--- src/sasq_pkg.sv ---
/*
 * Constants for the SAR converter sequencer: register indices, field
 * positions, reset values and phase timing.
 * Assumes a 250 MHz system clock and an AHB-Lite word bus.
 */
package sasq_pkg;
    // Register indices; byte address is four times the index
    localparam logic [11:0] SASQ_IDX_CTL = 12'hF70;
    localparam logic [11:0] SASQ_IDX_RHI = 12'hF72;
    localparam logic [11:0] SASQ_IDX_RLO = 12'hF73;
    localparam logic [11:0] SASQ_IDX_SST = 12'hF74;
    localparam logic [11:0] SASQ_IDX_SMP = 12'hF75;
    // Control register fields
    localparam int SASQ_CTL_START = 7;
    localparam int SASQ_CTL_INTERNAL_REF_ENABLE = 5;
    localparam int SASQ_CTL_EN = 4;
    localparam int SASQ_SEL_W = 3;
    localparam int SASQ_SST_W = 4;
    localparam int SASQ_SMP_W = 6;
    localparam int SASQ_RES_W = 10;
    localparam int SASQ_LOW_W = 2;
    localparam int SASQ_LOW_POS = 6;
    // Reset values
    localparam logic [7:0] SASQ_CTL_RST = 8'h00;
    localparam logic [SASQ_SST_W-1:0] SASQ_SST_RST = 4'hF;
    localparam logic [SASQ_SMP_W-1:0] SASQ_SMP_RST = 6'h3F;
    // Conversion clock and phase timing
    localparam int SASQ_DIV_W = 4;
    localparam logic [SASQ_DIV_W-1:0] SASQ_DIV_LAST = 4'hF;
    localparam logic [3:0] SASQ_CONV_LAST = 4'hC;
    localparam logic [3:0] SASQ_LAST_BIT_TICK = 4'h9;
    localparam logic [SASQ_RES_W-1:0] SASQ_SAR_MSB = 10'h200;
    localparam int SASQ_CLK_PS = 4000;
    localparam int SASQ_MIN_SAMPLE_NS = 1000;
    localparam int SASQ_MIN_SETTLE_NS = 500;
    localparam int SASQ_MIN_SAMPLE_CYC =
        (SASQ_MIN_SAMPLE_NS * 1000 + SASQ_CLK_PS - 1) / SASQ_CLK_PS;
    localparam int SASQ_MIN_SETTLE_CYC =
        (SASQ_MIN_SETTLE_NS * 1000 + SASQ_CLK_PS - 1) / SASQ_CLK_PS;
    // Sequencer states
    typedef enum logic [1:0] {
        SASQ_IDLE = 2'b00,
        SASQ_SAMPLE = 2'b01,
        SASQ_SETTLE = 2'b10,
        SASQ_CONV = 2'b11
    } sasq_state_t;
endpackage

--- src/sasq_top.sv ---
/*
 * SAR converter sequencer: AHB-Lite register slave, sample/settle/convert
 * sequencer, successive-approximation search and result registers.
 * Assumes an external comparator, DAC and analog mux, and an interrupt
 * controller that clears the completion request with a pulse.
 */
// The implementer's own choice: the AHB-Lite register port.
// Notes on behaviour
// - Result is 1024 times input over reference, saturating both ends.
// - Writing one to start bit launches conversion on selected input.
// - Writing zero to start does nothing; reading zero means idle.
// - Start bit reads one throughout a running conversion.
// - Start during conversion aborts it and restarts from sampling; a start in its last cycle still stores the result and raises the request.
// - Each measurement begins with a programmable sampling phase.
// - A programmable settling phase follows sampling before conversion.
// - Conversion phase lasts exactly thirteen conversion clock cycles.
// - Completion of each conversion raises an interrupt request.
// - Disabling the converter leaves a pending request in place.
// - Reference enable bit picks internal or external reference.
// - Enable bit zero puts converter into low-power disabled state.
// - Three-bit select field value n picks analog input n.
// - High-byte register is read-only, upper eight result bits.
// - Reading the high byte latches the low two bits coherently.
// - Results change only when a conversion completes.
// - Low register bits 7 and 6 hold the two result LSBs.
// - Settling length equals the four-bit settle count in clocks; a count of zero gives one clock.
// - Sampling length equals the sample count field in clocks; a count of zero gives one clock.
`timescale 1ns/1ns
module sasq_top
    import sasq_pkg::*;
(
    // Clock and reset
    input wire logic ref_clk_i,
    input wire logic rst_i,
    // AHB-Lite slave
    input wire logic hsel_i,
    input wire logic [31:0] haddr_i,
    input wire logic [1:0] htrans_i,
    input wire logic hwrite_i,
    input wire logic [2:0] hsize_i,
    input wire logic [31:0] hwdata_i,
    input wire logic hready_i,
    output logic [31:0] hrdata_o,
    output logic hreadyout_o,
    output logic hresp_o,
    // Analog front end
    input wire logic comp_i,
    output logic [SASQ_SEL_W-1:0] input_select_o,
    output logic internal_ref_enable_o,
    output logic converter_enable_o,
    output logic sample_o,
    output logic [SASQ_RES_W-1:0] sar_code_o,
    // Completion request
    input wire logic irq_clear_i,
    output logic conv_done_irq_o
);

////////////////////////////////////////////////////////////////////////////
    logic wr_ph_q;
    logic rd_ph_q;
    logic [11:0] idx_q;
    logic [31:0] hrdata_q;
    logic start_q;
    logic internal_ref_enable_q;
    logic en_q;
    logic [SASQ_SEL_W-1:0] sel_q;
    logic [SASQ_SST_W-1:0] sst_q;
    logic [SASQ_SMP_W-1:0] smp_q;
    logic [SASQ_RES_W-1:0] res_q;
    logic [SASQ_LOW_W-1:0] low_q;
    logic [SASQ_RES_W-1:0] sar_q;
    logic irq_q;
    sasq_state_t state_q;
    logic [SASQ_SMP_W-1:0] cnt_q;
    logic [SASQ_DIV_W-1:0] div_q;
    logic [3:0] tick_q;
    logic addr_ok;
    logic ctl_wr;
    logic stop;
    logic go;
    logic tick;
    logic done;
    logic [7:0] rd_mux;

    // Phase counts of zero still take one clock
    function automatic logic last_cnt(input logic [SASQ_SMP_W-1:0] c);
        last_cnt = (c <= {{(SASQ_SMP_W-1){1'b0}}, 1'b1});
    endfunction

////////////////////////////////////////////////////////////////////////////
    // Bus slave: writes have no wait, reads take one wait state so the
    // read data comes from a flop yet sees a write just before it.
    assign addr_ok = hsel_i & htrans_i[1] & hready_i;
    assign hreadyout_o = ~rd_ph_q;
    assign hresp_o = 1'b0;
    assign hrdata_o = hrdata_q;

    always_ff @(posedge ref_clk_i or posedge rst_i) begin
        if (rst_i) begin
            wr_ph_q <= 1'b0;
            rd_ph_q <= 1'b0;
            idx_q <= 12'h000;
        end else begin
            wr_ph_q <= addr_ok & hwrite_i;
            rd_ph_q <= addr_ok & ~hwrite_i;
            if (addr_ok) begin
                idx_q <= haddr_i[13:2];
            end
        end
    end

    always_comb begin
        rd_mux = 8'h00;
        unique case (idx_q)
            SASQ_IDX_CTL: begin
                rd_mux[SASQ_CTL_START] = start_q;
                rd_mux[SASQ_CTL_INTERNAL_REF_ENABLE] = internal_ref_enable_q;
                rd_mux[SASQ_CTL_EN] = en_q;
                rd_mux[SASQ_SEL_W-1:0] = sel_q;
            end
            SASQ_IDX_RHI: rd_mux = res_q[SASQ_RES_W-1:SASQ_LOW_W];
            SASQ_IDX_RLO: rd_mux[7:SASQ_LOW_POS] = low_q;
            SASQ_IDX_SST: rd_mux[SASQ_SST_W-1:0] = sst_q;
            SASQ_IDX_SMP: rd_mux[SASQ_SMP_W-1:0] = smp_q;
            default: rd_mux = 8'h00;
        endcase
    end

    always_ff @(posedge ref_clk_i or posedge rst_i) begin
        if (rst_i) begin
            hrdata_q <= 32'h0000_0000;
        end else if (rd_ph_q) begin
            hrdata_q <= {24'h00_0000, rd_mux};
        end
    end

    // Low bits are caught on the high-byte read so both halves match
    always_ff @(posedge ref_clk_i or posedge rst_i) begin
        if (rst_i) begin
            low_q <= 2'h0;
        end else if (rd_ph_q && idx_q == SASQ_IDX_RHI) begin
            low_q <= res_q[SASQ_LOW_W-1:0];
        end
    end

////////////////////////////////////////////////////////////////////////////
    // Configuration registers; reserved bits are not stored
    assign ctl_wr = wr_ph_q && idx_q == SASQ_IDX_CTL;

    always_ff @(posedge ref_clk_i or posedge rst_i) begin
        if (rst_i) begin
            internal_ref_enable_q <= SASQ_CTL_RST[SASQ_CTL_INTERNAL_REF_ENABLE];
            en_q <= SASQ_CTL_RST[SASQ_CTL_EN];
            sel_q <= SASQ_CTL_RST[SASQ_SEL_W-1:0];
        end else if (ctl_wr) begin
            internal_ref_enable_q <= hwdata_i[SASQ_CTL_INTERNAL_REF_ENABLE];
            en_q <= hwdata_i[SASQ_CTL_EN];
            sel_q <= hwdata_i[SASQ_SEL_W-1:0];
        end
    end

    always_ff @(posedge ref_clk_i or posedge rst_i) begin
        if (rst_i) begin
            sst_q <= SASQ_SST_RST;
            smp_q <= SASQ_SMP_RST;
        end else if (wr_ph_q) begin
            if (idx_q == SASQ_IDX_SST) begin
                sst_q <= hwdata_i[SASQ_SST_W-1:0];
            end
            if (idx_q == SASQ_IDX_SMP) begin
                smp_q <= hwdata_i[SASQ_SMP_W-1:0];
            end
        end
    end

    assign internal_ref_enable_o = internal_ref_enable_q;
    assign converter_enable_o = en_q;
    assign input_select_o = sel_q;

////////////////////////////////////////////////////////////////////////////
    // Sequencer: enable travels with the start write, so one write may
    // both enable and start; a zero start bit is simply not looked at.
    assign go = ctl_wr & hwdata_i[SASQ_CTL_START]
        & hwdata_i[SASQ_CTL_EN];
    // Clearing enable aborts on the write itself, so busy drops at once
    // and a completion landing in that same cycle is dropped with it
    assign stop = ctl_wr & ~hwdata_i[SASQ_CTL_EN];
    assign tick = div_q == SASQ_DIV_LAST;
    assign done = state_q == SASQ_CONV && tick && tick_q == SASQ_CONV_LAST
        && !stop;

    always_ff @(posedge ref_clk_i or posedge rst_i) begin
        if (rst_i) begin
            state_q <= SASQ_IDLE;
            cnt_q <= '0;
        end else if (go) begin
            state_q <= SASQ_SAMPLE;
            cnt_q <= smp_q;
        end else if (!en_q || stop) begin
            state_q <= SASQ_IDLE;
        end else begin
            unique case (state_q)
                SASQ_IDLE: state_q <= SASQ_IDLE;
                SASQ_SAMPLE: begin
                    if (last_cnt(cnt_q)) begin
                        state_q <= SASQ_SETTLE;
                        cnt_q <= {{(SASQ_SMP_W-SASQ_SST_W){1'b0}}, sst_q};
                    end else begin
                        cnt_q <= cnt_q - 1'b1;
                    end
                end
                SASQ_SETTLE: begin
                    if (last_cnt(cnt_q)) begin
                        state_q <= SASQ_CONV;
                    end else begin
                        cnt_q <= cnt_q - 1'b1;
                    end
                end
                SASQ_CONV: begin
                    if (done) begin
                        state_q <= SASQ_IDLE;
                    end
                end
            endcase
        end
    end

    assign start_q = state_q != SASQ_IDLE;
    assign sample_o = state_q == SASQ_SAMPLE;

    // Divider and tick count restart on entry so every conversion
    // spans exactly thirteen full divided periods
    always_ff @(posedge ref_clk_i or posedge rst_i) begin
        if (rst_i) begin
            div_q <= '0;
            tick_q <= 4'h0;
        end else if (state_q != SASQ_CONV) begin
            div_q <= '0;
            tick_q <= 4'h0;
        end else begin
            div_q <= div_q + 1'b1;
            if (tick) begin
                tick_q <= tick_q + 4'h1;
            end
        end
    end

    // Binary search, MSB first, one bit per conversion clock; inputs past
    // either rail simply keep all bits or drop all bits
    always_ff @(posedge ref_clk_i or posedge rst_i) begin
        if (rst_i) begin
            sar_q <= '0;
        end else if (state_q != SASQ_CONV) begin
            sar_q <= SASQ_SAR_MSB;
        end else if (tick && tick_q <= SASQ_LAST_BIT_TICK) begin
            sar_q[SASQ_LAST_BIT_TICK - tick_q] <= comp_i;
            if (tick_q != SASQ_LAST_BIT_TICK) begin
                sar_q[SASQ_LAST_BIT_TICK - tick_q - 4'h1] <= 1'b1;
            end
        end
    end

    assign sar_code_o = sar_q;

////////////////////////////////////////////////////////////////////////////
    // Results and completion request
    always_ff @(posedge ref_clk_i or posedge rst_i) begin
        if (rst_i) begin
            res_q <= '0;
        end else if (done) begin
            res_q <= sar_q;
        end
    end

    // Set beats clear; enable is not looked at here
    always_ff @(posedge ref_clk_i or posedge rst_i) begin
        if (rst_i) begin
            irq_q <= 1'b0;
        end else if (done) begin
            irq_q <= 1'b1;
        end else if (irq_clear_i) begin
            irq_q <= 1'b0;
        end
    end

    assign conv_done_irq_o = irq_q;

////////////////////////////////////////////////////////////////////////////
    // Checks
    logic [7:0] ph_len_q;
    logic ph_end;

    // High in the last cycle of a phase, so the count holds the length of
    // the running phase including the present cycle
    assign ph_end = go || stop || !en_q || done
        || (state_q == SASQ_SAMPLE && last_cnt(cnt_q))
        || (state_q == SASQ_SETTLE && last_cnt(cnt_q));

    always_ff @(posedge ref_clk_i or posedge rst_i) begin
        if (rst_i) begin
            ph_len_q <= 8'h00;
        end else if (ph_end) begin
            ph_len_q <= 8'h01;
        end else if (ph_len_q != 8'hFF) begin
            ph_len_q <= ph_len_q + 8'h01;
        end
    end

    AST_START_GO: assert property (@(posedge ref_clk_i) disable iff (rst_i)
        go |=> state_q == SASQ_SAMPLE && start_q && cnt_q == $past(smp_q))
        else $error("start write did not launch sampling");

    AST_ZERO_START: assert property (@(posedge ref_clk_i) disable iff (rst_i)
        ctl_wr && !hwdata_i[SASQ_CTL_START] && state_q == SASQ_IDLE
        |=> state_q == SASQ_IDLE)
        else $error("zero start bit changed state");

    AST_DISABLED_START: assert property (@(posedge ref_clk_i)
        disable iff (rst_i)
        ctl_wr && !hwdata_i[SASQ_CTL_EN] |=> !start_q && $stable(res_q))
        else $error("start accepted while disabled");

    AST_ABORT: assert property (@(posedge ref_clk_i) disable iff (rst_i)
        go && state_q == SASQ_CONV |=> state_q == SASQ_SAMPLE
        ##1 $stable(res_q))
        else $error("restart did not abort conversion");

    AST_SAMPLE_LEN: assert property (@(posedge ref_clk_i) disable iff (rst_i)
        state_q == SASQ_SAMPLE && !go ##1 state_q == SASQ_SETTLE
        |-> $past(ph_len_q) == ((smp_q > 6'h01) ? {2'b00, smp_q} : 8'h01))
        else $error("sampling length wrong");

    AST_SETTLE_LEN: assert property (@(posedge ref_clk_i) disable iff (rst_i)
        state_q == SASQ_SETTLE && !go ##1 state_q == SASQ_CONV
        |-> $past(ph_len_q) == ((sst_q > 4'h1) ? {4'h0, sst_q} : 8'h01))
        else $error("settling length wrong");

    AST_CONV_LEN: assert property (@(posedge ref_clk_i) disable iff (rst_i)
        done |-> ph_len_q == 8'hD0)
        else $error("conversion not thirteen divided clocks");

    AST_DONE_UPDATE: assert property (@(posedge ref_clk_i)
        disable iff (rst_i)
        done && !go |=> !start_q && irq_q && res_q == $past(sar_q))
        else $error("completion effects not together");

    AST_IRQ_HOLD: assert property (@(posedge ref_clk_i) disable iff (rst_i)
        irq_q && !irq_clear_i |=> irq_q)
        else $error("pending request lost");

    AST_RESULT_STABLE: assert property (@(posedge ref_clk_i)
        disable iff (rst_i)
        !done |=> $stable(res_q))
        else $error("result changed without completion");

    AST_LOW_LATCH: assert property (@(posedge ref_clk_i) disable iff (rst_i)
        rd_ph_q && idx_q == SASQ_IDX_RHI
        |=> low_q == $past(res_q[SASQ_LOW_W-1:0])
        && hrdata_q[7:0] == $past(res_q[SASQ_RES_W-1:SASQ_LOW_W]))
        else $error("high read did not latch low bits");

endmodule

--- config.mk ---
export PLATFORM = sky130hd
export DESIGN_NAME = sasq_top
export DESIGN_NICKNAME = d
export VERILOG_FILES = /design/src/sasq_pkg.sv /design/src/sasq_top.sv
export SDC_FILE = /design/constraint.sdc
export NUM_CORES = 1
export LEC_CHECK = 0
export BUFFER_PORTS_ARGS = -buffer_cell sky130_fd_sc_hd__buf_2
export CORE_AREA = 10 10 107 109
export CTS_CLUSTER_DIAMETER = 120
export CTS_CLUSTER_SIZE = 25
export DETAILED_ROUTE_END_ITERATION = 12
export DIE_AREA = 0 0 117 119
export PLACE_DENSITY = 0.82
export SYNTH_ARGS = -nofsm -noshare
export SYNTH_HDL_FRONTEND = slang
export SYNTH_SLANG_ARGS = --single-unit
--- constraint.sdc ---
create_clock -name ref_clk_i -period 6.71 [get_ports ref_clk_i]
set_clock_uncertainty 0.2 [all_clocks]
set_input_delay 0.671 -clock ref_clk_i [delete_from_list [all_inputs] [get_ports ref_clk_i]]
set_output_delay 0.671 -clock ref_clk_i [all_outputs]
set_load 0.05 [all_outputs]
# ---- After elaboration in Yosys (flattened, before gate mapping)
# Index checks and enable logic that the tools add are counted.
dict set report word_totals {
  register_bits 76
  output_inout_bits 51
  wordCells 106
}
dict set report classes {
  addsub 5
  n_lt_le_gt_ge 6
  eq_ne 17
  mux 29
  n_bitwise 11
  reduce_logical 21
}
# op n
set op_table {}
lappend op_table {{$eq 12x12->1 const B} 5}
lappend op_table {{$mux 10} 3}
lappend op_table {{$mux 6} 4}
lappend op_table {{$mux 4} 3}
lappend op_table {{$pmux 3 s4} 1}
lappend op_table {{$pmux 6 s2} 1}
lappend op_table {{$bwmux 10} 1}
lappend op_table {{$lt 4x5->1 const B} 2}
lappend op_table {{$mux 2} 5}
lappend op_table {{$or 10x10->10} 1}
lappend op_table {{$add 4x1->4 const B} 2}
lappend op_table {{$demux 1 s4} 2}
lappend op_table {{$eq 4x4->1 const B} 2}
lappend op_table {{$ge 4x1->1 const B} 2}
lappend op_table {{$logic_and 1x1->1} 8}
lappend op_table {{$ne 4x4->1 const B} 2}
lappend op_table {{$pmux 2 s4} 1}
lappend op_table {{$reduce_bool 2->1} 4}
lappend op_table {{$and 1x1->1} 7}
lappend op_table {{$le 6x1->1 const B} 1}
lappend op_table {{$pmux 1 s3} 2}
lappend op_table {{$pmux 2 s3} 1}
lappend op_table {{$reduce_and 3->1} 2}
lappend op_table {{$sub 6x1->6 const B} 1}
lappend op_table {{other kinds (17)} 26}

# ---- Longest topological paths before layout
dict set report logic_depth {
  depth_word 10
  ltp_mapped 8
  mapped_depth_nobuf 7
}

# ---- Worst setup path before layout
# OpenSTA, ideal clock, no wires.
dict set report synth_timing {
  path_type {register to register}
  start {register idx_q[0]}
  end {register res_q[0]}
  setup_ns 0.125
  t_arrival_ns 2.244
  required_ns 6.385
  path_slack_ns 4.141
  path_stages_with_launch 8
  path_cell_list {dfrtp_1 > buf_6 > or4_4 > or4_4 > buf_6 > o2111ai_4 > buf_12 > mux2_4}
}
dict set report synth_via {
  elab_chain_cells 5
}
# item line_no
set synth_lines {}
lappend synth_lines {{start, declared} sasq_top.sv:61} ;# logic [11:0] idx_q;
lappend synth_lines {{start signal, assigned} sasq_top.sv:107} ;# idx_q <= haddr_i[13:2];
lappend synth_lines {{$eq 12x12->1} sasq_top.sv:148} ;# assign ctl_wr = wr_ph_q && idx_q == SASQ_IDX_CTL;
lappend synth_lines {{$logic_and 1x1->1} sasq_top.sv:148}
lappend synth_lines {{$and 1x1->1} sasq_top.sv:187} ;# assign stop = ctl_wr & ~hwdata_i[SASQ_CTL_EN];
lappend synth_lines {{$logic_not 1->1} sasq_top.sv:190} ;# && !stop;
lappend synth_lines {{$logic_and 1x1->1} sasq_top.sv:190}
lappend synth_lines {{end signal, assigned} sasq_top.sv:271} ;# res_q <= sar_q;
lappend synth_lines {{end, declared} sasq_top.sv:69} ;# logic [SASQ_RES_W-1:0] res_q;
# Every way passes these cells.
# A chain may end at the register's enable or synchronous reset.

# ---- Final worst setup path
dict set report layout_timing {
  start {register idx_q[0]}
  end {register res_q[8]}
}
# The elaborated chain is that of the path after synthesis.

==> impl_metrics.env <==
export IMPL_status="finished, final reports clean"
export IMPL_drt_initial_drc_count=157
export IMPL_max_cap_viol_count=0
export IMPL_utilization=0.4925
export IMPL_synth_top_area_share=0.3925
export IMPL_max_freq_mhz=335.3
export IMPL_netlist_instances=384
export IMPL_synth_area_leaders="dfrtp_1, mux2_2, dfstp_2"
export IMPL_dieArea_sq_mm=0.01392
export IMPL_hpwl_um=6967
export IMPL_std_cell_rows=36
export IMPL_tns_ns=0
export IMPL_cts_buffers=9
export IMPL_cp_arrival_ns=3.03
export IMPL_clk_latency_ns=0.35
export IMPL_numPortBuffers=52
export IMPL_rsz0062_at_grt="false"
export IMPL_syn2layout_area_growth_pct=10.70
export IMPL_synth_largest_area_cell="dfrtp_1"
export IMPL_cts_hold_buf=0
export IMPL_cts_root_buf="clkbuf_8"
export IMPL_drive_above_1_share=0.3142
export IMPL_avgSynthCellArea_sq_um=10.96
export IMPL_end_kind="flip-flop"
export IMPL_regToRegStartpoint="idx_q[0]"
export IMPL_grt_max_degree=77
export IMPL_synthArstFlopShare=1.000
export IMPL_ys_types=54
export IMPL_crit_fanout=17
export IMPL_leakage_nw=2.149
export IMPL_hold_path_class="reg2reg"
export IMPL_wl_per_cell_um=17.16
export IMPL_cts_max_level=3
export IMPL_crit_type="reg2reg"
export IMPL_cp_endpoint="res_q[8]"
export IMPL_diodes=0
export IMPL_fin_nets=522
export IMPL_place_gp_congestion=0.8957
export IMPL_grt_pass1_wl_um=14950
export IMPL_cts_sinks=76
export IMPL_ys_seq_area_frac=0.4550
export IMPL_core_area_sq_mm=0.009459
export IMPL_synth_most_common_cell="dfrtp_1"
export IMPL_hold_viol_final=0
export IMPL_fin_crit_sh=0.4445
export IMPL_start_kind="flip-flop"
export IMPL_yosys_most_used_dff="dfrtp_1"
export IMPL_ys_ff_latch=76
export IMPL_vdd_drop_max_mv=0.1252
export IMPL_cts_tree="built"
export IMPL_syn_cell_area_sq_mm=0.004208
export IMPL_required_ns=6.75
export IMPL_vias=3040
export IMPL_cts_max_path_buffers=2
export IMPL_ant_nets=0
export IMPL_viasPerCell=5.527
export IMPL_r2r_slack_ns=3.73
export IMPL_cts_setup_buffers=0
export IMPL_synth_edf_count=0
export IMPL_r2r_end="res_q[8]"
export IMPL_final_max_slew_viol_count=0
export IMPL_boundaryPins=127
export IMPL_setup_violations_final=0
export IMPL_fin_crit_ns=2.982
export IMPL_clk_pin_slew_ns=0.08
export IMPL_die_w_um=117
export IMPL_start_util=0.4448
export IMPL_route_detailed_drc=0
export IMPL_yosysWarnings=0
export IMPL_powerDensity_mw_per_mm2=232.3
export IMPL_wirelength_um=9440
export IMPL_crit_start="idx_q[0]"
export IMPL_rr_worst_depth=4
export IMPL_antenna_found_initial=0
export IMPL_die_y_um=119
export IMPL_synth_common_cells="dfrtp_1, mux2_2, buf_4, a21oi_1, o21ai_0"
export IMPL_tightest_slew_ns=1.018
export IMPL_slew_headroom=0.3152
export IMPL_drt_pass1_iter_count=4
export IMPL_overflow=0
export IMPL_post_cts_resize_count=0
export IMPL_grt_pass1_vias=3046
export IMPL_grt_total_usage=0.1333
[critical path: stages, from the launching register on]
cell and delay, ns:
dfrtp_1 0.58, or4_4 0.63, or4_4 0.55, o2111ai_4 0.50
mux2_2 0.39
[metal layers]
metal	GRT usage	part of all wire	up-vias
met5	0	0	-
met4	0.03787	0.014	0
met3	0.03966	0.078	14
met2	0.2146	0.48	110
met1	0.1688	0.43	1489
li1	-	-	1427
[worst min-delay path by stage]
| stage | startpoint | depth (start not counted) | slack [ns] | endpoint |
|---|---|---|---|---|
| final | div_q[0] | 1 | 0.27 | div_q[0] |
| after CTS | div_q[0] | 1 | 0.27 | div_q[0] |
| after detailed placement | div_q[0] | 1 | 0.26 | div_q[0] |
| after global placement | div_q[0] | 1 | 0.25 | div_q[0] |
| after global routing | hwrite_i | 2 | 0.28 | rd_ph_q |
| after floorplan | div_q[0] | 1 | 0.23 | div_q[0] |
[layout make-up]
class / count / area (sq um)
clock buffers: 10 / 137.6
clock inverters: 6 / 87.58
fillers: 837 / 4801
inverters: 13 / 48.80
multi-input cells: 277 / 2052
flip-flops and latches: 76 / 1914
well taps: 114 / 142.6
repair buffers: 54 / 275.3
[sequential cells by signal (all words and copies together) (netlist names), 3 cells and up]
| register | flops |
|---|---|
| idx_q | 12 |
| res_q | 10 |
| sar_code_o | 10 |
| hrdata_o | 8 |
| cnt_q | 6 |
| smp_q | 6 |
| div_q | 4 |
| sst_q | 4 |
| tick_q | 4 |
| input_select_o | 3 |
[cells in the final DEF (no fill, tap or decap), drive strengths merged, types with 7 or more instances in the layout]
cell	Yosys	routed
xnor2	7	7
dfrtp	66	66
dfstp	10	10
a21oi	19	19
mux2i	7	7
clkbuf	13	10
o21ai	20	20
inv	13	13
conb	1	25
and2	8	8
a31oi	14	14
nor2	19	19
buf	29	54
nand2	12	12
nor3	7	7
ha	15	15
mux2	50	50
nand3	13	13
[power by group]
group | internal (mW) | switching, mW
combinational | 0.0599 | 0.109
sequential | 0.487 | 0.0366
clock | 0.219 | 0.170
[logic make-up (layout without fill, tap and decap cells)]
logic type               count (synthesis)  after routing  share of synthesized area
multiplexers                            57             57                     0.1585
buffers and inverters                   55             83                    0.07880
XOR/XNOR                                 9              9                    0.01873
flip-flops                              76             76                     0.4549
other                                    1             25                  0.0008912
adder cells (fa/ha/maj)                 15             15                    0.04460
AND/OR/NAND/NOR                         90             90                     0.1166
AO/OA/AOI/OAI                           81             81                     0.1270
[through the flow]
step | hold WS, ns | total power, mW | cells | area (sq um) | worst slack (ns)
after floorplan | 0.2316 | 0.6729 | 408 | 4298 | 3.917
after global placement | 0.2467 | 0.6908 | 534 | 4433 | 3.783
after detailed placement | 0.2600 | 0.6979 | 534 | 4433 | 3.756
after CTS | 0.2723 | 1.091 | 550 | 4658 | 3.743
after global routing | 0.2818 | 1.130 | 550 | 4658 | 3.562
final | 0.2703 | 1.082 | 550 | 4658 | 3.728
No activity file was read; power rests on OpenSTA's default activity.
